`src/verilog/clk_select_pkg.sv`:
```
// Constants, types and decode helpers for the clock source select block
// Summary of operation
// - Bits six to four of the select register choose the USB clock source.
// - USB codes: mult, int/2, ext, ext/2, ext/3, ext/4; 110 and 111 reserved.
// - Bits two to zero of the select register choose the system clock source.
// - System codes: int, ext, mult/2, mult, low-freq osc; 101 to 111 reserved.
// - The undivided multiplier system code exists only on 48 MHz variants.
// - Bits seven and three read as zero and ignore writes.
package clk_select_pkg;

    // ========================================================================
    // Register map
    localparam int          ADDR_W          = 10;
    localparam logic [7:0]  SEL_IDX         = 8'ha9;
    localparam logic [7:0]  STATUS_IDX      = 8'haa;
    localparam logic [7:0]  SEL_RESET       = 8'h00;
    localparam int          USB_LSB         = 4;
    localparam int          SYS_LSB         = 0;
    localparam int          STAT_USB_LSB    = 4;
    localparam int          STAT_SYS_PEND   = 8;
    localparam int          STAT_USB_PEND   = 9;

    // ========================================================================
    // Source codes
    localparam logic [2:0]  USB_MULT        = 3'h0;
    localparam logic [2:0]  USB_INT_DIV2    = 3'h1;
    localparam logic [2:0]  USB_EXT         = 3'h2;
    localparam logic [2:0]  USB_EXT_DIV2    = 3'h3;
    localparam logic [2:0]  USB_EXT_DIV3    = 3'h4;
    localparam logic [2:0]  USB_EXT_DIV4    = 3'h5;
    localparam logic [2:0]  SYS_INT         = 3'h0;
    localparam logic [2:0]  SYS_EXT         = 3'h1;
    localparam logic [2:0]  SYS_MULT_DIV2   = 3'h2;
    localparam logic [2:0]  SYS_MULT        = 3'h3;
    localparam logic [2:0]  SYS_LFO         = 3'h4;

    // ========================================================================
    // Dividers: source index and ratio per divided tick
    localparam int          NUM_DIV         = 5;
    localparam int          DIV_INT2        = 0;
    localparam int          DIV_EXT2        = 1;
    localparam int          DIV_EXT3        = 2;
    localparam int          DIV_EXT4        = 3;
    localparam int          DIV_MULT2       = 4;
    localparam int          SRC_INT         = 0;
    localparam int          SRC_EXT         = 1;
    localparam int          SRC_MULT        = 2;
    localparam int          DIV_SRC [NUM_DIV]   = '{0, 1, 1, 1, 2};
    localparam int          DIV_RATIO [NUM_DIV] = '{2, 2, 3, 4, 2};

    // ========================================================================
    // Source tick bundle, one-cycle pulse per source clock period
    typedef struct packed {
        logic lfo;
        logic mult;
        logic ext_osc;
        logic int_osc;
    } src_ticks_type;

    // USB decode, reserved codes select nothing
    function automatic logic usb_tick(input logic [2:0] code,
                                      input src_ticks_type t,
                                      input logic [NUM_DIV-1:0] dv);
        unique case (code)
            USB_MULT:     usb_tick = t.mult;
            USB_INT_DIV2: usb_tick = dv[DIV_INT2];
            USB_EXT:      usb_tick = t.ext_osc;
            USB_EXT_DIV2: usb_tick = dv[DIV_EXT2];
            USB_EXT_DIV3: usb_tick = dv[DIV_EXT3];
            USB_EXT_DIV4: usb_tick = dv[DIV_EXT4];
            default:      usb_tick = 1'b0;
        endcase
    endfunction

    // System decode, reserved codes select nothing
    function automatic logic sys_tick(input logic [2:0] code,
                                      input src_ticks_type t,
                                      input logic [NUM_DIV-1:0] dv);
        unique case (code)
            SYS_INT:       sys_tick = t.int_osc;
            SYS_EXT:       sys_tick = t.ext_osc;
            SYS_MULT_DIV2: sys_tick = dv[DIV_MULT2];
            SYS_MULT:      sys_tick = t.mult;
            SYS_LFO:       sys_tick = t.lfo;
            default:       sys_tick = 1'b0;
        endcase
    endfunction

endpackage

```
`src/verilog/tick_divider.sv`:
```
// Divides a one-cycle source tick by a fixed ratio
`timescale 1ns/1ps
module tick_divider
    import clk_select_pkg::*;
#(
    parameter int RATIO = 2
) (
    input  wire logic clk_sys_i,
    input  wire logic arst_n_i,
    input  wire logic tick_i,
    output logic      tick_o
);

    logic [2:0] cnt_q;
    logic [2:0] cnt_d;
    logic       tick_q;
    logic       tick_d;

    // ========================================================================
    // Counter
    always_comb begin
        cnt_d  = cnt_q;
        tick_d = 1'b0;
        if (tick_i) begin
            if (cnt_q == 3'(RATIO - 1)) begin
                cnt_d  = 3'h0;
                tick_d = 1'b1;
            end else begin
                cnt_d = cnt_q + 3'h1;
            end
        end
    end

    always_ff @(posedge clk_sys_i or negedge arst_n_i) begin
        if (!arst_n_i) begin
            cnt_q  <= 3'h0;
            tick_q <= 1'b0;
        end else begin
            cnt_q  <= cnt_d;
            tick_q <= tick_d;
        end
    end

    assign tick_o = tick_q;

endmodule

```
`src/verilog/clk_select.sv`:
```
// System and USB clock source select with register slave
`timescale 1ns/1ps
module clk_select
    import clk_select_pkg::*;
#(
    parameter bit MULT_SYS_AVAIL = 1'b1
) (
    input  wire logic              clk_sys_i,
    input  wire logic              arst_n_i,
    input  wire logic [ADDR_W-1:0] avs_address_i,
    input  wire logic              avs_read_i,
    input  wire logic              avs_write_i,
    input  wire logic [31:0]       avs_writedata_i,
    output logic      [31:0]       avs_readdata_o,
    output logic                   avs_waitrequest_o,
    input  wire src_ticks_type     src_ticks_i,
    output logic                   sys_clk_en_o,
    output logic                   usb_clk_en_o
);

    logic [2:0]         usb_sel_q;
    logic [2:0]         usb_sel_d;
    logic [2:0]         sys_sel_q;
    logic [2:0]         sys_sel_d;
    logic               ack_q;
    logic               ack_d;
    logic [31:0]        rdata_q;
    logic [31:0]        rdata_d;
    logic [2:0]         sys_act_q;
    logic [2:0]         sys_act_d;
    logic [2:0]         usb_act_q;
    logic [2:0]         usb_act_d;
    logic               sys_en_q;
    logic               sys_en_d;
    logic               usb_en_q;
    logic               usb_en_d;
    logic [NUM_DIV-1:0] div_ticks;
    logic [2:0]         src_vec;
    logic               sys_req_ok;
    logic               usb_req_ok;
    logic               sys_pend;
    logic               usb_pend;
    logic [7:0]         idx;

    // ========================================================================
    // Dividers
    assign src_vec = {src_ticks_i.mult, src_ticks_i.ext_osc,
                      src_ticks_i.int_osc};

    for (genvar g = 0; g < NUM_DIV; g++) begin : g_div
        tick_divider #(
            .RATIO (DIV_RATIO[g])
        ) u_div (
            .clk_sys_i (clk_sys_i),
            .arst_n_i  (arst_n_i),
            .tick_i    (src_vec[DIV_SRC[g]]),
            .tick_o    (div_ticks[g])
        );
    end

    // ========================================================================
    // Register slave
    assign idx               = avs_address_i[ADDR_W-1:2];
    assign avs_waitrequest_o = (avs_read_i | avs_write_i) & ~ack_q;
    assign avs_readdata_o    = rdata_q;

    always_comb begin
        usb_sel_d = usb_sel_q;
        sys_sel_d = sys_sel_q;
        ack_d     = (avs_read_i | avs_write_i) & ~ack_q;
        rdata_d   = rdata_q;
        // Write lands at the edge that sees waitrequest low
        if (ack_q && avs_write_i && idx == SEL_IDX) begin
            usb_sel_d = avs_writedata_i[USB_LSB +: 3];
            sys_sel_d = avs_writedata_i[SYS_LSB +: 3];
        end
        if (ack_d && avs_read_i) begin
            rdata_d = 32'h0;
            unique case (idx)
                SEL_IDX: begin
                    // Bits 7 and 3 stay zero
                    rdata_d[USB_LSB +: 3] = usb_sel_q;
                    rdata_d[SYS_LSB +: 3] = sys_sel_q;
                end
                STATUS_IDX: begin
                    rdata_d[SYS_LSB +: 3]      = sys_act_q;
                    rdata_d[STAT_USB_LSB +: 3] = usb_act_q;
                    rdata_d[STAT_SYS_PEND]     = sys_pend;
                    rdata_d[STAT_USB_PEND]     = usb_pend;
                end
                default: rdata_d = 32'h0;
            endcase
        end
    end

    always_ff @(posedge clk_sys_i or negedge arst_n_i) begin
        if (!arst_n_i) begin
            usb_sel_q <= SEL_RESET[USB_LSB +: 3];
            sys_sel_q <= SEL_RESET[SYS_LSB +: 3];
            ack_q     <= 1'b0;
            rdata_q   <= 32'h0;
        end else begin
            usb_sel_q <= usb_sel_d;
            sys_sel_q <= sys_sel_d;
            ack_q     <= ack_d;
            rdata_q   <= rdata_d;
        end
    end

    // ========================================================================
    // Glitch-free muxes: hold off until the new source ticks
    always_comb begin
        sys_req_ok = (sys_sel_q <= SYS_LFO);
        if (sys_sel_q == SYS_MULT && !MULT_SYS_AVAIL) begin
            sys_req_ok = 1'b0;
        end
        usb_req_ok = (usb_sel_q <= USB_EXT_DIV4);
        sys_pend   = sys_req_ok && (sys_sel_q != sys_act_q);
        usb_pend   = usb_req_ok && (usb_sel_q != usb_act_q);
        sys_act_d  = sys_act_q;
        usb_act_d  = usb_act_q;
        sys_en_d   = sys_tick(sys_act_q, src_ticks_i, div_ticks);
        usb_en_d   = usb_tick(usb_act_q, src_ticks_i, div_ticks);
        if (sys_pend) begin
            sys_en_d = sys_tick(sys_sel_q, src_ticks_i, div_ticks);
            if (sys_en_d) begin
                sys_act_d = sys_sel_q;
            end
        end
        if (usb_pend) begin
            usb_en_d = usb_tick(usb_sel_q, src_ticks_i, div_ticks);
            if (usb_en_d) begin
                usb_act_d = usb_sel_q;
            end
        end
    end

    always_ff @(posedge clk_sys_i or negedge arst_n_i) begin
        if (!arst_n_i) begin
            sys_act_q <= SEL_RESET[SYS_LSB +: 3];
            usb_act_q <= SEL_RESET[USB_LSB +: 3];
            sys_en_q  <= 1'b0;
            usb_en_q  <= 1'b0;
        end else begin
            sys_act_q <= sys_act_d;
            usb_act_q <= usb_act_d;
            sys_en_q  <= sys_en_d;
            usb_en_q  <= usb_en_d;
        end
    end

    assign sys_clk_en_o = sys_en_q;
    assign usb_clk_en_o = usb_en_q;
endmodule

```
`config.mk`:
```
export PLATFORM = sky130hd
export DESIGN_NAME = clk_select
export DESIGN_NICKNAME = d
export VERILOG_FILES = /design/src/verilog/clk_select_pkg.sv /design/src/verilog/tick_divider.sv /design/src/verilog/clk_select.sv
export SDC_FILE = /design/constraint.sdc
export NUM_CORES = 1
export LEC_CHECK = 0
export BUFFER_PORTS_ARGS = -buffer_cell sky130_fd_sc_hd__buf_2
export CAP_MARGIN = 20
export CELL_PAD_IN_SITES_DETAIL_PLACEMENT = 0
export CELL_PAD_IN_SITES_GLOBAL_PLACEMENT = 1
export CORE_AREA = 4 4 87 89
export CTS_CLUSTER_DIAMETER = 100
export DETAILED_ROUTE_END_ITERATION = 6
export DIE_AREA = 0 0 91 93
export PLACE_DENSITY_LB_ADDON = 0.1
export SYNTH_ARGS = -nofsm -noshare
export SYNTH_HDL_FRONTEND = slang
export SYNTH_SLANG_ARGS = --single-unit
```
`constraint.sdc`:
```
create_clock -name clk_sys_i -period 1.7 [get_ports clk_sys_i]
set_clock_uncertainty 0.15 [all_clocks]
set_input_delay 0 -clock clk_sys_i [delete_from_list [all_inputs] [get_ports clk_sys_i]]
set_output_delay 0 -clock clk_sys_i [all_outputs]
set_load 0.02 [all_outputs]
```
# Word-level counts from Yosys, hierarchy flattened
# Index checks and enable logic that the tools add are counted.
# classes
multipliers	0
n_bitwise	3
n_eq_ne	27
n_shift	0
magnitude_cmp	2
n_addsub	5
muxes	26
div	0
reduce_logical	11
# op_table
cell	count
3-bit by 2-bit == test with 1-bit output, second input constant	10
3-bit by 1-bit == test with 1-bit output, second input constant	7
3-bit == test, second input constant	6
8-bit == test, second input constant	2
3-bit by 1-bit adder with 3-bit output, second input constant	5
3-bit 2-to-1 mux	5
1-bit 2-to-1 mux	14
3-bit logical NOT	4
1-bit case mux with 6 select lines	2
3-bit case mux with 2 select lines	2
1-bit case mux with 5 select lines	2
3-bit <= comparator, second input constant	2
3-bit != test	2
1-bit logical AND	5
2-bit AND reduction	2
2-bit 2-to-1 mux	1
1-bit bitwise AND	1
1-bit NOT	1
1-bit OR	1
# totals
n_memories	0
inputBits	50
regBits	43
latchBits	0
output_inout_bits	35
ramBits	0
rom_bits	0

# Logic depth before layout (Yosys ltp)
# depth
ltp_word	4
ltp_mapped	5

# Hierarchy
# Synthesis repeated with hierarchy kept, for this count alone.
# unflattened
cells_unflattened	189
area_unflattened_um2	2245.9
# by_module_without_submodules
mod	area_each_um2	n_inst	seq_area_each_um2	cells_each
clk_select	1447.6	1	575.6	129
tick_divider at g_div[0].u_div ...	155.1	3	100.1	11
tick_divider at g_div[2].u_div	167.7	1	100.1	14
tick_divider at g_div[3].u_div	165.2	1	100.1	13

# Worst setup path before layout
# OpenSTA, ideal clock, no wires.
# synth_path
path_kind	register to register
from	register usb_sel_q[2]
to	register usb_act_q[0]
arrival_ns	1.558
setup_slack_ns	-0.136
path_stages_with_launch	5
path_cell_list	dfrtp_1 -> mux4_1 -> a22oi_1 -> a211oi_2 -> mux2_1
# synth_via
elab_chain_len	4
elab_cells_between_ends	12
# synth_lines
element	line	text
start: declaration	clk_select.sv:21	logic [2:0] usb_sel_q;
start signal: assignment	clk_select.sv:98	usb_sel_q <= SEL_RESET[USB_LSB +: 3];
start signal: assignment	clk_select.sv:103	usb_sel_q <= usb_sel_d;
3-bit == test (tied with other cells)	clk_select_pkg.sv:64	unique case (code)
1-bit case mux with 6 select lines	clk_select_pkg.sv:64	
1-bit 2-to-1 mux	clk_select.sv:130	if (usb_pend) begin
2-bit AND reduction (no line) *	--	
end signal: assignment	clk_select.sv:141	usb_act_q <= SEL_RESET[USB_LSB +: 3];
end signal: assignment	clk_select.sv:146	usb_act_q <= usb_act_d;
end: declaration	clk_select.sv:31	logic [2:0] usb_act_q;
# Mark *: on every way between the ends. The rest lies on a longest branch, timed or not. The select of a mux whose other input is x is not followed.
# A chain may end at the register's enable or synchronous reset.

# Worst setup path in the final report
# layout_path
from	register sys_sel_q[2]
to	register sys_act_q[0]
# layout_via
elab_chain_len	4
elab_cells_between_ends	11
# layout_lines
element	line	text
start: declaration	clk_select.sv:23	logic [2:0] sys_sel_q;
start signal: assignment	clk_select.sv:99	sys_sel_q <= SEL_RESET[SYS_LSB +: 3];
start signal: assignment	clk_select.sv:104	sys_sel_q <= sys_sel_d;
3-bit == test (tied with other cells)	clk_select_pkg.sv:79	unique case (code)
1-bit case mux with 5 select lines	clk_select_pkg.sv:79	
1-bit 2-to-1 mux	clk_select.sv:124	if (sys_pend) begin
2-bit AND reduction (no line) *	--	
end signal: assignment	clk_select.sv:140	sys_act_q <= SEL_RESET[SYS_LSB +: 3];
end signal: assignment	clk_select.sv:145	sys_act_q <= sys_act_d;
end: declaration	clk_select.sv:29	logic [2:0] sys_act_q;
# Marked as above.

==> impl_results.md <==
* HP Class: in -> reg
* Worst-margin pin slew at 0.577 ns
* Setup violators final at 5
* Worst setup path endpoint: sys_act_q[0]
* Total Neg Setup Slack at -0.623 ns
* Die Footprint at 8460 um^2
* Min Clock Period, post-route at 1.85 ns
* YS warnings at 0
* WP buf/inv at 0
* Final core utilization at 0.422
* Max IR drop VDD at 519 uV
* Setup ws final at -0.149 ns
* Pre-CTS setup slack at -0.107 ns
* Row cnt at 30
* Most frequent cell after synthesis: dfrtp_1
* Crit path from: sys_sel_q[2]
* Vias in the first global route at 1,674
* Fraction of layout cells with a size suffix above 1 at 0.346
* Max cap viols at 0
* GRT overflow at 0
* CTS max path bufs at 2
* Core footprint at 6760 um^2
* RSZ-0062 raised after global routing: true
* Crit-path max FO at 3
* Non-filler cells in the finished layout at 349
* Final Max Slew Viols at 0
* Reg2reg start: sys_sel_q[2]
* Static leakage at 1.39 nW
* Register-to-register setup slack at -0.15 ns
* Root buffer cell: clkbuf_8
* Synthesis-stage register bit count at 43
* First-pass GRT wire length at 8180 um
* Synth Area in XOR/XNOR at 0.0358
* Cell count along the critical path at 4
* Total CTS buffers at 5
* Initial antenna violation count at 0
* CTS tree: yes
* Final Cycle Share at 1.09
* Worst Reg-to-Reg Cells at 4
* Crit path arrival time at 1.88 ns
* Drt pass-1 iters at 4
* CP required at 1.73 ns
* Type of origin of the critical path: flip-flop
* Htree depth at 2
* Fillers at 684
* First DRT Iteration DRCs at 76
* Routed wire length at 4870 um
* Nets at 319
* Synth Area in Compound Gates at 0.107
* I/O pins at 85
* Crit-path leading delay family: multiplexers
* Port Buffers at 32
* Wire length per cell at 14.0 um
* Synth Flop Type: dfrtp_1
* Violated checks: setup timing
* Post-Synth Simple-Gate Area at 0.138
* GRT Overall Usage at 0.122
* DRC errors left at 0
* Clock transition at path regs at 0.08 ns
* Layout area overhead at 29.5%
* Crit end category: flip-flop
* Most frequent cells after synthesis: dfrtp_1, buf_4, nand2_1
* CTS sink cnt at 43
* Post-synth EDFFs at 0
* Cell Area, Synth at 2200 um^2
* Slowest cell delay on critical path at 0.52 ns
* Total Power at 0.00268 W
* Post-synthesis sequential area ratio at 0.489
* Inserted Diodes at 0
* Max Freq at 0.541 GHz
* Initial Utilization at 0.326
* Crit-path cells: or2_0 -> mux4_2 -> o2111ai_4 -> mux2_4
* Final Hold Viols at 0
* Ranking of synthesized cells by area: dfrtp_1, buf_4, mux2_2
* Die width at 91 um
* Worst-skew pair later-pin latency at 0.29 ns
* Adder-cell share of the synthesized area at 0.00568
* Detail Route Antenna Nets at 0
* Largest family of logic cells by synthesized area: simple AND/OR/NAND/NOR gates
* Distinct cells, synth at 46
* Post-synth top area cell: dfrtp_1
* Top-area cell type share of the netlist area at 0.489
* GP Congestion at 0.791
* Largest net degree at the start of global routing at 44
* R2r endpoint: sys_act_q[0]
* Synth Area per Inst at 11.3 um^2
* Die Ht at 93 um
* Mux cell area share after synthesis at 0.112
* Inst Count DP at 324
* Critical Path Slowest Stage Cell: mux4_2
* Asr flop ratio synth at 1.00
* CP Class: reg -> reg
* Vias per inst at 4.57
* DP HPWL at 3440 um
* Pwr dens at 940 nW/um^2
* Slew headroom at 0.615
* Syn Inst Count at 195
* Total vias in the final route at 1,596
* Status: finished, violations left
-- state kept, by name, summed over array words and instances (netlist names) --
signal / cells
g_div.u_div.tick_o: 5
sys_act_q: 3
sys_sel_q: 3
usb_sel_q: 3
g_div.u_div.cnt_q: 15
usb_clk_en_o: 1
sys_clk_en_o: 1
avs_readdata_o: 8
ack_q: 1
usb_act_q: 3
-- worst min-delay path by stage --
| stage | from | to | slack (ns) | cells after the start |
|---|---|---|---|---|
| 4_1_cts | src_ticks_i[1] | g_div[2].u_div.tick_o | 0.02 | 4 |
| 3_5_place_dp | arst_n_i | sys_clk_en_o | -0.03 | 2 |
| 5_1_grt | src_ticks_i[1] | g_div[2].u_div.tick_o | 0.04 | 4 |
| 2_1_floorplan | arst_n_i | ack_q | -0.45 | 0 |
| 3_3_place_gp | arst_n_i | avs_readdata_o[8] | -0.02 | 2 |
| 6_report | src_ticks_i[1] | g_div[1].u_div.cnt_q[0] | 0.02 | 3 |
-- kinds of logic after synthesis --
family,after synthesis
flops,43
compound gates,31
xor+xnor,9
mux,18
buf+inv,41
other cells,1
simple gates,51
fa+ha+maj,1
-- area by class of cell --
class | instances | area (um^2) | area share
inverter | 11 | 41.3 | 0.0145
sequential | 43 | 1080 | 0.378
clock buffer | 8 | 100 | 0.0351
multi-input combinational | 134 | 1020 | 0.357
timing repair buffer | 73 | 513 | 0.180
tap | 80 | 100 | 0.0351
-- report_power, final --
group	switching (W)	internal, W	leakage, nW
sequential	0.000123	0.00118	0.551
combinational	0.000328	0.000324	0.786
clock	0.000351	0.000371	0.0515
-- metrics by stage --
stage                     instance area, um^2  hold slack, ns
after global routing                     2850          0.0359
final                                    2850          0.0165
after detailed placement                 2530         -0.0256
after global placement                   2530         -0.0187
after CTS                                2790          0.0157
after floorplan                          2290          -0.446
-- worst reg2reg max path, delay by kind of cell, from the launching register on --
| family | cells | cell delay [ns] |
|---|---|---|
| mux | 2 | 0.85 |
| flops | 1 | 0.39 |
| compound gates | 1 | 0.16 |
| simple gates | 1 | 0.19 |
-- timing repair --
action | CTS | global route
resized for setup | 2 | 14
buffers inserted | 2 | 1
pin swaps | 1 | 3
setup endpoints to repair | 6 | 9
hold endpoints to repair | 59 | 1
hold buffers | 14 | 1
-- cell usage in the layout (no fill, tap or decap), types with 3 or more instances in the layout --
cell type / instances
a21oi_1: 3
a222oi_1: 6
buf_2: 31
buf_4: 26
clkbuf_8: 7
conb_1: 24
dfrtp_1: 41
dlygate4sd3_1: 14
inv_1: 11
mux2_1: 3
mux2_2: 6
mux2i_1: 3
mux4_2: 4
nand2_1: 12
nand2b_1: 8
nand3_1: 4
nor2_1: 5
nor3_1: 6
o21ai_0: 7
xnor2_1: 5
xor2_1: 4
-- layer usage --
metal / part of all wire / vias up / global-route usage
met5: 0 / - / 0
met4: 0.012 / 0 / 0.0339
met3: 0.058 / 6 / 0.0314
met2: 0.45 / 58 / 0.192
met1: 0.48 / 745 / 0.166
li1: - / 787 / -
(Power assumes the default switching activity.)
